### src/verilog/fswe_pkg.sv
package fswe_pkg;
   // Array geometry
   localparam int ADDR_W        = 16;
   localparam int DATA_W        = 8;
   localparam int SECTOR_COUNT  = 128;
   localparam int SECTOR_BYTES  = 512;
   localparam int SECT_LSB      = 9;
   localparam logic [DATA_W-1:0] ERASED_BYTE = 8'hff;
   localparam logic [ADDR_W-1:0] ADDR_ZERO   = 16'h0000;
   localparam logic [ADDR_W-1:0] ADDR_LAST   = 16'hffff;
   localparam logic [ADDR_W-1:0] SECT_OFS_LAST = 16'h01ff;

   // Clock
   localparam int CLK_PERIOD_NS = 20;

   // Bus timing, in ns
   localparam int T_SETUP_NS    = 50;
   localparam int T_WP_NS       = 150;
   localparam int T_HOLD_NS     = 100;
   localparam int T_READ_NS     = 300;
   localparam int T_VPS_NS      = 2000;
   // Long waits, in us
   localparam int T_WC_US       = 150;
   localparam int T_VPH_US      = 250;
   localparam int T_ABORT_US    = 250;
   localparam int T_ERASE_US    = 500000;
   localparam int T_ER_US       = 500000;

   // Least times round up to whole cycles
   localparam int SETUP_CYC = (T_SETUP_NS + CLK_PERIOD_NS - 1) / CLK_PERIOD_NS;
   localparam int WP_CYC    = (T_WP_NS + CLK_PERIOD_NS - 1) / CLK_PERIOD_NS;
   localparam int HOLD_CYC  = (T_HOLD_NS + CLK_PERIOD_NS - 1) / CLK_PERIOD_NS;
   localparam int READ_CYC  = (T_READ_NS + CLK_PERIOD_NS - 1) / CLK_PERIOD_NS;
   localparam int VPS_CYC   = (T_VPS_NS + CLK_PERIOD_NS - 1) / CLK_PERIOD_NS;

   // Write passes before verify
   localparam logic [4:0] WRITE_PASSES = 5'h0f;
   localparam logic [4:0] PASS_ZERO    = 5'h00;
   localparam int TMR_W = 32;

   // Commands
   typedef enum logic [2:0] {
      FSWE_CMD_READ   = 3'h0,
      FSWE_CMD_ID     = 3'h1,
      FSWE_CMD_SECTOR = 3'h2,
      FSWE_CMD_CHIP   = 3'h3,
      FSWE_CMD_PROG   = 3'h4
   } fswe_cmd_t;

   // Bus cycle kinds
   typedef enum logic [1:0] {
      FSWE_CYC_READ  = 2'h0,
      FSWE_CYC_WRITE = 2'h1,
      FSWE_CYC_ID    = 2'h2
   } fswe_cyc_t;
endpackage
### src/verilog/fswe_cyc_if.sv
interface fswe_cyc_if;
   import fswe_pkg::*;
   logic                start;
   fswe_cyc_t           kind;
   logic [ADDR_W-1:0]   addr;
   logic [DATA_W-1:0]   wdata;
   logic                done;
   logic [DATA_W-1:0]   rdata;
   modport seq (output start, output kind, output addr, output wdata,
                input done, input rdata);
   modport phy (input start, input kind, input addr, input wdata,
                output done, output rdata);
endinterface

### src/verilog/fswe_bus_cycle.sv
module fswe_bus_cycle
   import fswe_pkg::*;
(
   input  wire logic              clk,
   input  wire logic              rst,
   fswe_cyc_if.phy                cyc,
   output logic                   chip_sel_n,
   output logic                   out_en_n,
   output logic                   wr_strobe_n,
   output logic [ADDR_W-1:0]      addr_out,
   output logic                   id_mode_address_pin,
   output logic [DATA_W-1:0]      data_out,
   output logic                   data_oe_n,
   input  wire logic [DATA_W-1:0] data_in
);
   typedef enum logic [3:0] {
      FSWE_P_IDLE  = 4'b0001,
      FSWE_P_SETUP = 4'b0010,
      FSWE_P_PULSE = 4'b0100,
      FSWE_P_HOLD  = 4'b1000
   } fswe_phase_t;

   fswe_phase_t phase_q;
   logic [7:0]  cnt_q;
   fswe_cyc_t   kind_q;

   // Phase sequencer with fixed per-phase cycle counts
   always_ff @(posedge clk or posedge rst) begin
      if (rst) begin
         phase_q <= FSWE_P_IDLE;
         cnt_q   <= 8'h00;
         kind_q  <= FSWE_CYC_READ;
      end else begin
         case (phase_q)
            FSWE_P_IDLE: begin
               cnt_q <= 8'h00;
               if (cyc.start) begin
                  kind_q  <= cyc.kind;
                  phase_q <= FSWE_P_SETUP;
               end
            end
            FSWE_P_SETUP: begin
               cnt_q <= cnt_q + 8'h01;
               if (cnt_q == 8'(SETUP_CYC - 1)) begin
                  cnt_q   <= 8'h00;
                  phase_q <= FSWE_P_PULSE;
               end
            end
            FSWE_P_PULSE: begin
               cnt_q <= cnt_q + 8'h01;
               // Strobe kept low well past the noise filter width
               if (cnt_q == 8'((kind_q == FSWE_CYC_WRITE ? WP_CYC : READ_CYC) - 1)) begin
                  cnt_q   <= 8'h00;
                  phase_q <= FSWE_P_HOLD;
               end
            end
            FSWE_P_HOLD: begin
               cnt_q <= cnt_q + 8'h01;
               if (cnt_q == 8'(HOLD_CYC - 1)) begin
                  phase_q <= FSWE_P_IDLE;
               end
            end
            default: phase_q <= FSWE_P_IDLE;
         endcase
      end
   end

   // Pin drive: address and chip select before strobe, data held past it
   always_ff @(posedge clk or posedge rst) begin
      if (rst) begin
         chip_sel_n          <= 1'b1;
         out_en_n            <= 1'b1;
         wr_strobe_n         <= 1'b1;
         addr_out            <= ADDR_ZERO;
         id_mode_address_pin <= 1'b0;
         data_out            <= ERASED_BYTE;
         data_oe_n           <= 1'b1;
      end else begin
         case (phase_q)
            FSWE_P_IDLE: begin
               wr_strobe_n <= 1'b1;
               out_en_n    <= 1'b1;
               data_oe_n   <= 1'b1;
               chip_sel_n  <= 1'b1;
               if (cyc.start) begin
                  chip_sel_n          <= 1'b0;
                  addr_out            <= cyc.addr;
                  data_out            <= cyc.wdata;
                  id_mode_address_pin <= (cyc.kind == FSWE_CYC_ID);
                  data_oe_n           <= (cyc.kind != FSWE_CYC_WRITE);
               end
            end
            FSWE_P_SETUP: begin
               if (cnt_q == 8'(SETUP_CYC - 1)) begin
                  // Write: output enable high, strobe low; read: reverse
                  wr_strobe_n <= (kind_q != FSWE_CYC_WRITE);
                  out_en_n    <= (kind_q == FSWE_CYC_WRITE);
               end
            end
            FSWE_P_PULSE: begin
               if (phase_q == FSWE_P_PULSE &&
                   cnt_q == 8'((kind_q == FSWE_CYC_WRITE ? WP_CYC : READ_CYC) - 1)) begin
                  wr_strobe_n <= 1'b1;
                  out_en_n    <= 1'b1;
               end
            end
            FSWE_P_HOLD: begin
               if (cnt_q == 8'(HOLD_CYC - 1)) begin
                  chip_sel_n          <= 1'b1;
                  data_oe_n           <= 1'b1;
                  id_mode_address_pin <= 1'b0;
               end
            end
            default: chip_sel_n <= 1'b1;
         endcase
      end
   end

   // Read data sampled at end of access, done pulse at end of hold
   always_ff @(posedge clk or posedge rst) begin
      if (rst) begin
         cyc.rdata <= ERASED_BYTE;
         cyc.done  <= 1'b0;
      end else begin
         cyc.done <= (phase_q == FSWE_P_HOLD) && (cnt_q == 8'(HOLD_CYC - 1));
         if (phase_q == FSWE_P_PULSE && kind_q != FSWE_CYC_WRITE &&
             cnt_q == 8'(READ_CYC - 1)) begin
            cyc.rdata <= data_in;
         end
      end
   end
endmodule

### src/verilog/fswe_host.sv
module fswe_host
   import fswe_pkg::*;
#(
   parameter int WC_CYC    = (T_WC_US * 1000 + CLK_PERIOD_NS - 1) / CLK_PERIOD_NS,
   parameter int VPH_CYC   = (T_VPH_US * 1000 + CLK_PERIOD_NS - 1) / CLK_PERIOD_NS,
   parameter int ERASE_CYC = T_ERASE_US / 1000 * (1000 / CLK_PERIOD_NS),
   parameter int ABORT_CYC = (T_ABORT_US * 1000 + CLK_PERIOD_NS - 1) / CLK_PERIOD_NS
)
(
   input  wire logic              clk,
   input  wire logic              rst,
   input  wire logic              cmd_valid,
   input  wire fswe_cmd_t         cmd_op,
   input  wire logic [ADDR_W-1:0] cmd_addr,
   input  wire logic [ADDR_W-1:0] cmd_last,
   output logic                   cmd_ready,
   output logic                   src_req,
   output logic [ADDR_W-1:0]      src_addr,
   input  wire logic [DATA_W-1:0] src_data,
   output logic                   rsp_valid,
   output logic [DATA_W-1:0]      rsp_data,
   output logic                   rsp_fail,
   output logic                   chip_sel_n,
   output logic                   out_en_n,
   output logic                   wr_strobe_n,
   output logic [ADDR_W-1:0]      addr_out,
   output logic                   id_mode_address_pin,
   output logic                   prog_supply_hi,
   output logic [DATA_W-1:0]      data_out,
   output logic                   data_oe_n,
   input  wire logic [DATA_W-1:0] data_in
);
   typedef enum logic [9:0] {
      FSWE_S_IDLE   = 10'b0000000001,
      FSWE_S_VPS    = 10'b0000000010,
      FSWE_S_FETCH  = 10'b0000000100,
      FSWE_S_CYCLE  = 10'b0000001000,
      FSWE_S_WAIT   = 10'b0000010000,
      FSWE_S_VERIFY = 10'b0000100000,
      FSWE_S_VPH    = 10'b0001000000,
      FSWE_S_RDONE  = 10'b0010000000,
      FSWE_S_RESP   = 10'b0100000000,
      FSWE_S_ECHK   = 10'b1000000000
   } fswe_state_t;

   fswe_cyc_if cyc ();

   fswe_state_t       st_q;
   fswe_cmd_t         op_q;
   logic [ADDR_W-1:0] addr_q;
   logic [ADDR_W-1:0] last_q;
   logic [4:0]        pass_q;
   logic              fill_q;
   logic              bad_q;
   logic [TMR_W-1:0]  tmr_q;
   logic              start_q;
   fswe_cyc_t         kind_q;
   logic [DATA_W-1:0] wdata_q;
   logic [ADDR_W-1:0] first_q;

   // Writing ones leaves a bit unchanged, so skip erased bytes
   function automatic logic needs_write(input logic [DATA_W-1:0] b);
      return b != ERASED_BYTE;
   endfunction

   // Sector base from any address inside it
   function automatic logic [ADDR_W-1:0] sector_base(input logic [ADDR_W-1:0] a);
      return a & ~SECT_OFS_LAST;
   endfunction

   assign cyc.start = start_q;
   assign cyc.kind  = kind_q;
   assign cyc.addr  = addr_q;
   assign cyc.wdata = wdata_q;

   fswe_bus_cycle u_cyc (
      .clk                 (clk),
      .rst                 (rst),
      .cyc                 (cyc),
      .chip_sel_n          (chip_sel_n),
      .out_en_n            (out_en_n),
      .wr_strobe_n         (wr_strobe_n),
      .addr_out            (addr_out),
      .id_mode_address_pin (id_mode_address_pin),
      .data_out            (data_out),
      .data_oe_n           (data_oe_n),
      .data_in             (data_in)
   );

   // Operation sequencer
   always_ff @(posedge clk or posedge rst) begin
      if (rst) begin
         st_q           <= FSWE_S_IDLE;
         op_q           <= FSWE_CMD_READ;
         addr_q         <= ADDR_ZERO;
         last_q         <= ADDR_ZERO;
         pass_q         <= PASS_ZERO;
         fill_q         <= 1'b0;
         bad_q          <= 1'b0;
         tmr_q          <= '0;
         start_q        <= 1'b0;
         kind_q         <= FSWE_CYC_READ;
         wdata_q        <= ERASED_BYTE;
         cmd_ready      <= 1'b1;
         src_req        <= 1'b0;
         src_addr       <= ADDR_ZERO;
         rsp_valid      <= 1'b0;
         rsp_data       <= ERASED_BYTE;
         rsp_fail       <= 1'b0;
         prog_supply_hi <= 1'b0;
      end else begin
         start_q   <= 1'b0;
         src_req   <= 1'b0;
         rsp_valid <= 1'b0;
         case (st_q)
            FSWE_S_IDLE: begin
               if (cmd_valid) begin
                  cmd_ready <= 1'b0;
                  op_q      <= cmd_op;
                  pass_q    <= PASS_ZERO;
                  fill_q    <= 1'b0;
                  bad_q     <= 1'b0;
                  tmr_q     <= '0;
                  last_q    <= cmd_last;
                  case (cmd_op)
                     FSWE_CMD_SECTOR: begin
                        // Whole-sector erase, first step of any sector rewrite
                        addr_q         <= sector_base(cmd_addr);
                        last_q         <= sector_base(cmd_addr) | SECT_OFS_LAST;
                        prog_supply_hi <= 1'b1;
                        st_q           <= FSWE_S_VPS;
                     end
                     FSWE_CMD_CHIP: begin
                        // Arm with a write at logic-level supply first
                        addr_q  <= ADDR_ZERO;
                        last_q  <= ADDR_LAST;
                        wdata_q <= ERASED_BYTE;
                        kind_q  <= FSWE_CYC_WRITE;
                        start_q <= 1'b1;
                        st_q    <= FSWE_S_CYCLE;
                     end
                     FSWE_CMD_PROG: begin
                        addr_q         <= cmd_addr;
                        prog_supply_hi <= 1'b1;
                        st_q           <= FSWE_S_VPS;
                     end
                     default: begin
                        // Plain read or identity read, supply left low
                        addr_q  <= (cmd_op == FSWE_CMD_ID) ? {15'h0000, cmd_addr[0]}
                                                           : cmd_addr;
                        kind_q  <= (cmd_op == FSWE_CMD_ID) ? FSWE_CYC_ID : FSWE_CYC_READ;
                        start_q <= 1'b1;
                        st_q    <= FSWE_S_RDONE;
                     end
                  endcase
               end
            end
            FSWE_S_VPS: begin
               tmr_q <= tmr_q + 1'b1;
               if (tmr_q == TMR_W'(VPS_CYC - 1)) begin
                  tmr_q <= '0;
                  if (op_q == FSWE_CMD_PROG) begin
                     src_req  <= 1'b1;
                     src_addr <= addr_q;
                     st_q     <= FSWE_S_FETCH;
                  end else begin
                     // Erase trigger: all-ones write, then no write in abort window
                     wdata_q <= ERASED_BYTE;
                     kind_q  <= FSWE_CYC_WRITE;
                     start_q <= 1'b1;
                     st_q    <= FSWE_S_CYCLE;
                  end
               end
            end
            FSWE_S_FETCH: begin
               // Source answers one cycle after request
               wdata_q <= src_data;
               if (needs_write(src_data) && !(fill_q && !bad_q)) begin
                  kind_q  <= FSWE_CYC_WRITE;
                  start_q <= 1'b1;
                  st_q    <= FSWE_S_CYCLE;
               end else begin
                  st_q <= FSWE_S_WAIT;
                  tmr_q <= TMR_W'(WC_CYC - 1);
               end
            end
            FSWE_S_CYCLE: begin
               // Expected byte arrives one cycle after its request
               if (src_req) begin
                  wdata_q <= src_data;
               end
               if (cyc.done) begin
                  tmr_q <= '0;
                  if (op_q == FSWE_CMD_CHIP && !prog_supply_hi) begin
                     // Arming write done, raise supply for the erase write
                     prog_supply_hi <= 1'b1;
                     st_q           <= FSWE_S_VPS;
                  end else begin
                     st_q <= (kind_q == FSWE_CYC_WRITE) ? FSWE_S_WAIT : FSWE_S_VERIFY;
                  end
               end
            end
            FSWE_S_WAIT: begin
               tmr_q <= tmr_q + 1'b1;
               if (op_q != FSWE_CMD_PROG) begin
                  // Abort window plus erase time, then verify ones
                  if (tmr_q == TMR_W'(ABORT_CYC + ERASE_CYC - 1)) begin
                     tmr_q   <= '0;
                     kind_q  <= FSWE_CYC_READ;
                     start_q <= 1'b1;
                     st_q    <= FSWE_S_CYCLE;
                  end
               end else if (tmr_q == TMR_W'(WC_CYC - 1)) begin
                  tmr_q <= '0;
                  if (addr_q != last_q) begin
                     addr_q   <= addr_q + 1'b1;
                     src_req  <= 1'b1;
                     src_addr <= addr_q + 1'b1;
                     st_q     <= FSWE_S_FETCH;
                  end else if (!fill_q && pass_q != WRITE_PASSES - 5'h01) begin
                     pass_q   <= pass_q + 5'h01;
                     addr_q   <= first_q;
                     src_req  <= 1'b1;
                     src_addr <= first_q;
                     st_q     <= FSWE_S_FETCH;
                  end else begin
                     // Verify pass follows write passes and each fill-in pass
                     fill_q   <= 1'b1;
                     bad_q    <= 1'b0;
                     addr_q   <= first_q;
                     src_req  <= 1'b1;
                     src_addr <= first_q;
                     kind_q  <= FSWE_CYC_READ;
                     start_q <= 1'b1;
                     st_q    <= FSWE_S_CYCLE;
                  end
               end
            end
            FSWE_S_VERIFY: begin
               // Erase expects all ones, program the fetched byte
               if (cyc.rdata != ((op_q != FSWE_CMD_PROG) ? ERASED_BYTE : wdata_q)) begin
                  bad_q <= 1'b1;
               end
               st_q <= FSWE_S_ECHK;
            end
            FSWE_S_ECHK: begin
               if (op_q == FSWE_CMD_PROG) begin
                  // Fetch expected byte of the next address
                  src_req  <= 1'b1;
                  src_addr <= addr_q + 1'b1;
                  if (addr_q != last_q) begin
                     addr_q <= addr_q + 1'b1;
                     kind_q <= FSWE_CYC_READ;
                     start_q <= 1'b1;
                     st_q   <= FSWE_S_CYCLE;
                  end else if (bad_q && pass_q != WRITE_PASSES + WRITE_PASSES) begin
                     pass_q   <= pass_q + 5'h01;
                     addr_q   <= first_q;
                     src_addr <= first_q;
                     st_q     <= FSWE_S_FETCH;
                  end else begin
                     st_q <= FSWE_S_VPH;
                  end
               end else if (bad_q || addr_q == last_q) begin
                  // Failed cell restarts erase cycle below the pass limit; clean sweep or limit finishes
                  if (bad_q && pass_q != WRITE_PASSES + WRITE_PASSES) begin
                     pass_q  <= pass_q + 5'h01;
                     bad_q   <= 1'b0;
                     // Chip erase is re-armed at logic-level supply
                     if (op_q == FSWE_CMD_CHIP) begin
                        prog_supply_hi <= 1'b0;
                     end
                     addr_q  <= first_q;
                     kind_q  <= FSWE_CYC_WRITE;
                     start_q <= 1'b1;
                     st_q    <= FSWE_S_CYCLE;
                  end else begin
                     st_q <= FSWE_S_VPH;
                  end
               end else begin
                  addr_q  <= addr_q + 1'b1;
                  kind_q  <= FSWE_CYC_READ;
                  start_q <= 1'b1;
                  st_q    <= FSWE_S_CYCLE;
               end
            end
            FSWE_S_VPH: begin
               tmr_q <= tmr_q + 1'b1;
               if (tmr_q == TMR_W'(VPH_CYC - 1)) begin
                  prog_supply_hi <= 1'b0;
                  st_q           <= FSWE_S_RESP;
               end
            end
            FSWE_S_RDONE: begin
               if (cyc.done) begin
                  rsp_data <= cyc.rdata;
                  st_q     <= FSWE_S_RESP;
               end
            end
            FSWE_S_RESP: begin
               rsp_valid <= 1'b1;
               rsp_fail  <= bad_q;
               cmd_ready <= 1'b1;
               st_q      <= FSWE_S_IDLE;
            end
            default: st_q <= FSWE_S_IDLE;
         endcase
      end
   end

   // First address of the range being worked on
   always_ff @(posedge clk or posedge rst) begin
      if (rst) begin
         first_q <= ADDR_ZERO;
      end else if (st_q == FSWE_S_IDLE && cmd_valid) begin
         first_q <= (cmd_op == FSWE_CMD_SECTOR) ? sector_base(cmd_addr) :
                    (cmd_op == FSWE_CMD_CHIP) ? ADDR_ZERO : cmd_addr;
      end
   end
endmodule

### config.mk
export PLATFORM = sky130hd
export DESIGN_NAME = fswe_host
export DESIGN_NICKNAME = d
export VERILOG_FILES = /design/src/verilog/fswe_pkg.sv /design/src/verilog/fswe_cyc_if.sv /design/src/verilog/fswe_bus_cycle.sv /design/src/verilog/fswe_host.sv
export SDC_FILE = /design/constraint.sdc
export NUM_CORES = 1
export LEC_CHECK = 0
export BUFFER_PORTS_ARGS = -buffer_cell sky130_fd_sc_hd__buf_2
export CORE_MARGIN = 2
export CORE_UTILIZATION = 62
export CTS_BUF_LIST = sky130_fd_sc_hd__clkbuf_8
export CTS_CLUSTER_DIAMETER = 30
export CTS_CLUSTER_SIZE = 8
export DETAILED_ROUTE_END_ITERATION = 8
export PLACE_DENSITY_LB_ADDON = 0.2
export SKIP_LAST_GASP = 1
export SLEW_MARGIN = 20
export SYNTH_ARGS = -nofsm -noshare
export SYNTH_HDL_FRONTEND = slang
export SYNTH_SLANG_ARGS = --single-unit
export TNS_END_PERCENT = 20
### constraint.sdc
create_clock -name clk -period 8.8 [get_ports clk]
set_input_delay 1.76 -clock clk [delete_from_list [all_inputs] [get_ports clk]]
set_output_delay 1.76 -clock clk [all_outputs]
set_load 0.01 [all_outputs]
Word-level counts from Yosys, hierarchy flattened
Cells that the tools add are included.
{"block": "op_classes", "addsub": 5, "multipliers": 0, "div": 0, "n_lt_le_gt_ge": 0, "n_eq_ne": 78, "shifts": 0, "mux": 151, "bitwise_logic": 1, "n_reduce_logical": 48}
{"cell": "$mux 16", "count": 16}
{"cell": "$mux 32", "count": 7}
{"cell": "$pmux 32 s6", "count": 1}
{"cell": "$pmux 16 s3", "count": 3}
{"cell": "$mux 10", "count": 10}
{"cell": "$pmux 10 s9", "count": 1}
{"cell": "$mux 8", "count": 8}
{"cell": "$pmux 8 s4", "count": 2}
{"cell": "$mux 5", "count": 10}
{"cell": "$mux 1", "count": 49}
{"cell": "$ne 2x2->1 const B", "count": 24}
{"cell": "$add 32x1->32 const B", "count": 1}
{"cell": "$eq 32x13->1 const B", "count": 1}
{"cell": "$eq 32x14->1 const B", "count": 1}
{"cell": "$eq 32x16->1 const B", "count": 1}
{"cell": "$eq 32x7->1 const B", "count": 1}
{"cell": "$pmux 16 s2", "count": 1}
{"cell": "$mux 2", "count": 14}
{"cell": "$mux 4", "count": 7}
{"cell": "$ne 3x3->1 const B", "count": 8}
{"cell": "$mux 7", "count": 3}
{"cell": "$reduce_and 10->1", "count": 2}
{"cell": "$reduce_and 6->1", "count": 3}
{"cell": "$add 16x1->16 const B", "count": 1}
{"cell": "other kinds (61)", "count": 108}
{"block": "word_totals", "regBits": 192, "latchBits": 0, "ram_bits": 0, "mem_bits_ro": 0, "inputBits": 54, "out_inout_bits": 58, "word_cells": 314, "mem_count": 0}

Depth between registers and ports, before layout
{"block": "depth", "word_depth": 7, "mapped_depth": 11}

By module
A second synthesis with hierarchy kept.
{"block": "unflattened", "cells_unflattened": 1235, "area_unflattened_um2": 11145.7}
{"mod": "fswe_host", "n_inst": 1, "cells_each": 1051, "area_each_um2": 8818.5, "seq_area_each_um2": 3525.9}
{"mod": "fswe_bus_cycle", "n_inst": 1, "cells_each": 184, "area_each_um2": 2327.2, "seq_area_each_um2": 1327.5}

Worst setup path before layout
OpenSTA, ideal clock, no wires.
{"block": "synth_timing", "path_type": "input to register", "from": "in cmd_valid", "to": "reg tmr_q[11]", "setup_ns": 0.065, "arrival_time_ns": 3.146, "required_ns": 8.735, "path_slack_ns": 5.590, "path_stages": 7, "n_path_buf": 0, "path_cell_list": "inv_1 -> a31oi_1 -> and3b_1 -> a211o_1 -> or4_1 -> a21oi_1 -> a211o_1"}
{"block": "synth_via", "elab_chain_len": 2}
{"item": "from (decl)", "line": "fswe_host.sv:12", "text": "input wire logic cmd_valid,"}
{"item": "$ne 2x2->1 (no line)"}
{"item": "$reduce_and 4->1 (no line)"}
{"item": "to (signal assigned)", "line": "fswe_host.sv:159", "text": "tmr_q <= tmr_q + 1'b1;"}
{"item": "to (signal assigned)", "line": "fswe_host.sv:184", "text": "tmr_q <= TMR_W'(WC_CYC - 1);"}
{"item": "to (signal assigned)", "line": "fswe_host.sv:204", "text": "tmr_q <= tmr_q + 1'b1;"}
{"item": "to (decl)", "line": "fswe_host.sv:55", "text": "logic [TMR_W-1:0] tmr_q;"}
Every way passes these cells.
A chain may end at the register's enable or synchronous reset.

Final worst setup path
{"block": "layout_timing", "from": "reg addr_q[1]", "to": "reg src_addr[11]"}
{"block": "layout_via", "elab_chain_len": 5, "elab_cells_between_ends": 9, "classes_between": "1 x add/sub; 1 x eq/ne; 7 x mux"}
{"item": "from (decl)", "line": "fswe_host.sv:50", "text": "logic [ADDR_W-1:0] addr_q;"}
{"item": "from (signal assigned)", "line": "fswe_host.sv:128", "text": "addr_q <= sector_base(cmd_addr);"}
{"item": "from (signal assigned)", "line": "fswe_host.sv:143", "text": "addr_q <= cmd_addr;"}
{"item": "from (signal assigned)", "line": "fswe_host.sv:149", "text": "addr_q <= (cmd_op == FSWE_CMD_ID) ? {15'h0000, cmd_addr[0]}"}
{"item": "$add 16x1->16 / $ne 16x16->1 (equally long branches)"}
{"item": "$mux 16 (on tied branches)", "line": "fswe_host.sv:256, fswe_host.sv:215"}
{"item": "$mux 16 (on tied branches)", "line": "fswe_host.sv:251, fswe_host.sv:213"}
{"item": "$mux 16 (on tied branches)", "line": "fswe_host.sv:247, fswe_host.sv:205"}
{"item": "$pmux 16 s3 *", "line": "fswe_host.sv:115", "text": "case (st_q)"}
{"item": "to (signal assigned)", "line": "fswe_host.sv:232", "text": "src_addr <= first_q;"}
{"item": "to (signal assigned)", "line": "fswe_host.sv:250", "text": "src_addr <= addr_q + 1'b1;"}
{"item": "to (signal assigned)", "line": "fswe_host.sv:259", "text": "src_addr <= first_q;"}
{"item": "to (decl)", "line": "fswe_host.sv:18", "text": "output logic [ADDR_W-1:0] src_addr,"}
Every way passes the cells marked *; elsewhere a longest branch is shown, timed or not. The select of a mux whose other input is x is not followed.

==> out/qor.txt <==
ANT cells: 0
RSZ-0062 raised after global routing: no
Largest net degree at the start of global routing: 115
CTS buffer count: 17
P&R area growth vs syn: 8.90%
Worst Skew: 0.0183 ns
Register area share after synthesis: 43.8%
Worst setup margin: 4.80 ns
DR vias/cell: 6.51
Pre-CTS setup slack: 4.56 ns
Slowest CP cell: and4_1
Dpl hpwl: 20500 µm
DRT iter0 DRCs: 1115
CP top delay family: simple AND/OR/NAND/NOR gates
Mux share of post-synthesis cell area: 6.74%
Worst-margin pin slew: 1.16 ns
Tightest Hold Check Type: register to register
Setup violations, final: 0
Initial Util: 63.8%
RR Startpoint: addr_q[1]
Max Fclk: 250 MHz
Critical path startpoint category: register
Post-Syn Nets: 1298
H-tree depth: 4
Synth Area in Compound Gates: 17.1%
Crit Reg-Reg Endpoint: src_addr[11]
Pwr dens: 273 nW/µm²
Total grt overflow: 0
Synthesized flop and latch total: 192
Overall power: 3.29 mW
Number of port buffers: 111
Slew headroom: 22.4%
Row cnt: 48
Vias post-DR: 9990
Max Cap Viol: 0
Final period util: 45.5%
WL final: 30200 µm
Status: complete, no violations
DP Area: 11600 µm²
Adder-Cell Fraction of Synth Area: 0.791%
Distinct cells, synth: 79
Clk Latency, worst-skew pair: 0.48 ns
1st-pass router iterations: 5
Height of the die: 138 µm
Largest family of logic cells by synthesized area: simple AND/OR/NAND/NOR gates
Number of global-route vias before repair: 9043
Post-synth EDFFs: 0
Final hold slack: 0.435 ns
Final min period: 4.00 ns
CTS root buf: clkbuf_8
Gr usage total: 32.4%
DIE AREA: 19000 µm²
Final Hold Viols: 0
Worst Path Arrival: 4.35 ns
Required time of the critical path: 9.15 ns
Reg2reg path depth: 7
Post-CTS Setup Bufs: 0
Pleak: 5.25 nW
Core box area: 17400 µm²
Crit. End Element: register
Share of layout cells above drive strength 1: 20.5%
Simple-gate share of the synthesized area: 23.5%
Synth Flop Type: dfrtp_1
GPL Wtd Cong: 0.974
Post-CTS sizing: 0
WL per Instance: 19.7 µm
Most common cell in the netlist: nand2_1
First-pass GRT wire length: 47400 µm
Peak VDD IR: 165 µV
Largest fanout on the critical path: 15
Maximum clock path buffer count: 2
Crit-path max cell delay: 0.79 ns
Average size of a mapped cell: 8.95 µm²
CP cell instances: xor2_1 -> nor4_1 -> and4_1 -> nand2_1 -> mux2_2 -> a221oi_1 -> a21oi_1
Post-Synthesis Cells: 1237
Critical Path Sink: src_addr[11]
FILL cells: 1402
Clock Pin Slew Worst Setup and Hold Paths: 0.11 ns
Pins Over Slew Limit: 0
TNS Setup: 0 ns
Synth warnings: 0
Critical path depth in cells: 7
Most instantiated cells after synthesis: 165 x nand2_1, 153 x dfrtp_1, 96 x nor2_1, 85 x o21ai_0, 68 x a21oi_1
TritonCTS clock tree: yes
DR DRC count: 0
Initial antenna violation count: 1
R2r setup slk: 4.80 ns
Largest cells by area after synthesis: dfrtp_1 35%, dfstp_2 9.3%, nand2_1 5.6%, mux2_2 5.4%, o21ai_0 3.8%
# IOs: 112
Chip width: 138 µm
Final instance area: 12100 µm²
Synth Area in XOR/XNOR: 4.11%
Post-synth top area cell: dfrtp_1
Cts hold-fix bufs: 0
CP bufs+invs: 0
Synth top area share: 34.6%
Asr flop ratio synth: 100%
Clk sinks: 192
Post-route ant nets: 0
Worst setup path startpoint: addr_q[1]
Critical path class: register to register
Mapped Area: 11100 µm²
Final-stage net count: 1357
cell type report:
class                   instances  area (µm²)  area share (%)
well taps                     225         282            2.33
repair buffers                121         634            5.26
multi-input cells             940        5790            48.0
clock buffers                  17         234            1.94
flip-flops and latches        192        4850            40.2
clock inverters                15         171            1.42
inverters                      24        97.6           0.809
report_power, final:
part	internal, mW	leakage [nW]	switching (mW)
combinational	0.476	2.63	0.724
clock	0.261	0.202	0.349
sequential	1.15	2.41	0.324
metal layers:
| metal | track usage (%) | wire length (µm) | up-vias |
|---|---|---|---|
| li1 | - | - | 4618 |
| met1 | 48.3 | 13300 | 4779 |
| met2 | 47.0 | 13200 | 525 |
| met3 | 7.51 | 3090 | 66 |
| met4 | 9.45 | 552 | 2 |
| met5 | 0 | 14 | - |
sequential cells by signal, summed over array words and instances (netlist names), 2 cells and up:
signal and flops:
cyc.kind 2, tmr_q 32, last_q 16, op_q 3, pass_q 5, st_q 10, first_q 16, addr_q 16
rsp_data 8, u_cyc.kind_q 2, src_addr 16, cyc.wdata 8, u_cyc.phase_q 4, u_cyc.data_out 8, u_cyc.cyc.rdata 8, u_cyc.addr_out 16
u_cyc.cnt_q 8
through the flow:
stage	std cells	utilization, %
detailed placement	1501	67.1
global route	1534	69.5
floorplan	1237	-
global placement	1501	67.1
finish	1534	69.5
CTS	1533	69.4
cell families (layout without fill, tap and decap cells):
family	after synthesis	in the layout
compound gates	297	297
xor+xnor	52	52
fa+ha+maj	7	7
buf+inv	105	177
flops	192	192
mux	68	68
simple gates	516	516
worst min path at each step:
stage	startpoint	endpoint	slack, ns	depth (start not counted)
2_1_floorplan	cyc.start	u_cyc.phase_q[0]	0.39	1
3_3_place_gp	cyc.start	u_cyc.phase_q[0]	0.41	1
3_5_place_dp	cyc.start	u_cyc.phase_q[0]	0.43	1
4_1_cts	cyc.start	u_cyc.phase_q[0]	0.44	1
5_1_grt	cyc.start	u_cyc.phase_q[0]	0.45	1
6_report	cyc.start	u_cyc.phase_q[0]	0.43	1
cell usage in the layout (no fill, tap or decap), drive strengths merged, types with 6 or more instances in the layout:
cell,n
o211ai,6
nor2,98
a221oi,9
mux2i,15
buf,120
nor4b,8
xor2,34
and2,12
mux2,53
nor4,19
xnor2,18
or3,22
a21oi,68
dfstp,39
nand2,165
o31ai,13
inv,31
a31oi,33
or4,11
clkbuf,18
and4,6
nor3,35
nand3,59
a211oi,17
and3,16
o22ai,9
ha,7
dfrtp,153
nand4,18
nor2b,9
nand2b,11
nor3b,8
o21ai,87
No activity file was read; power rests on OpenSTA's default activity.
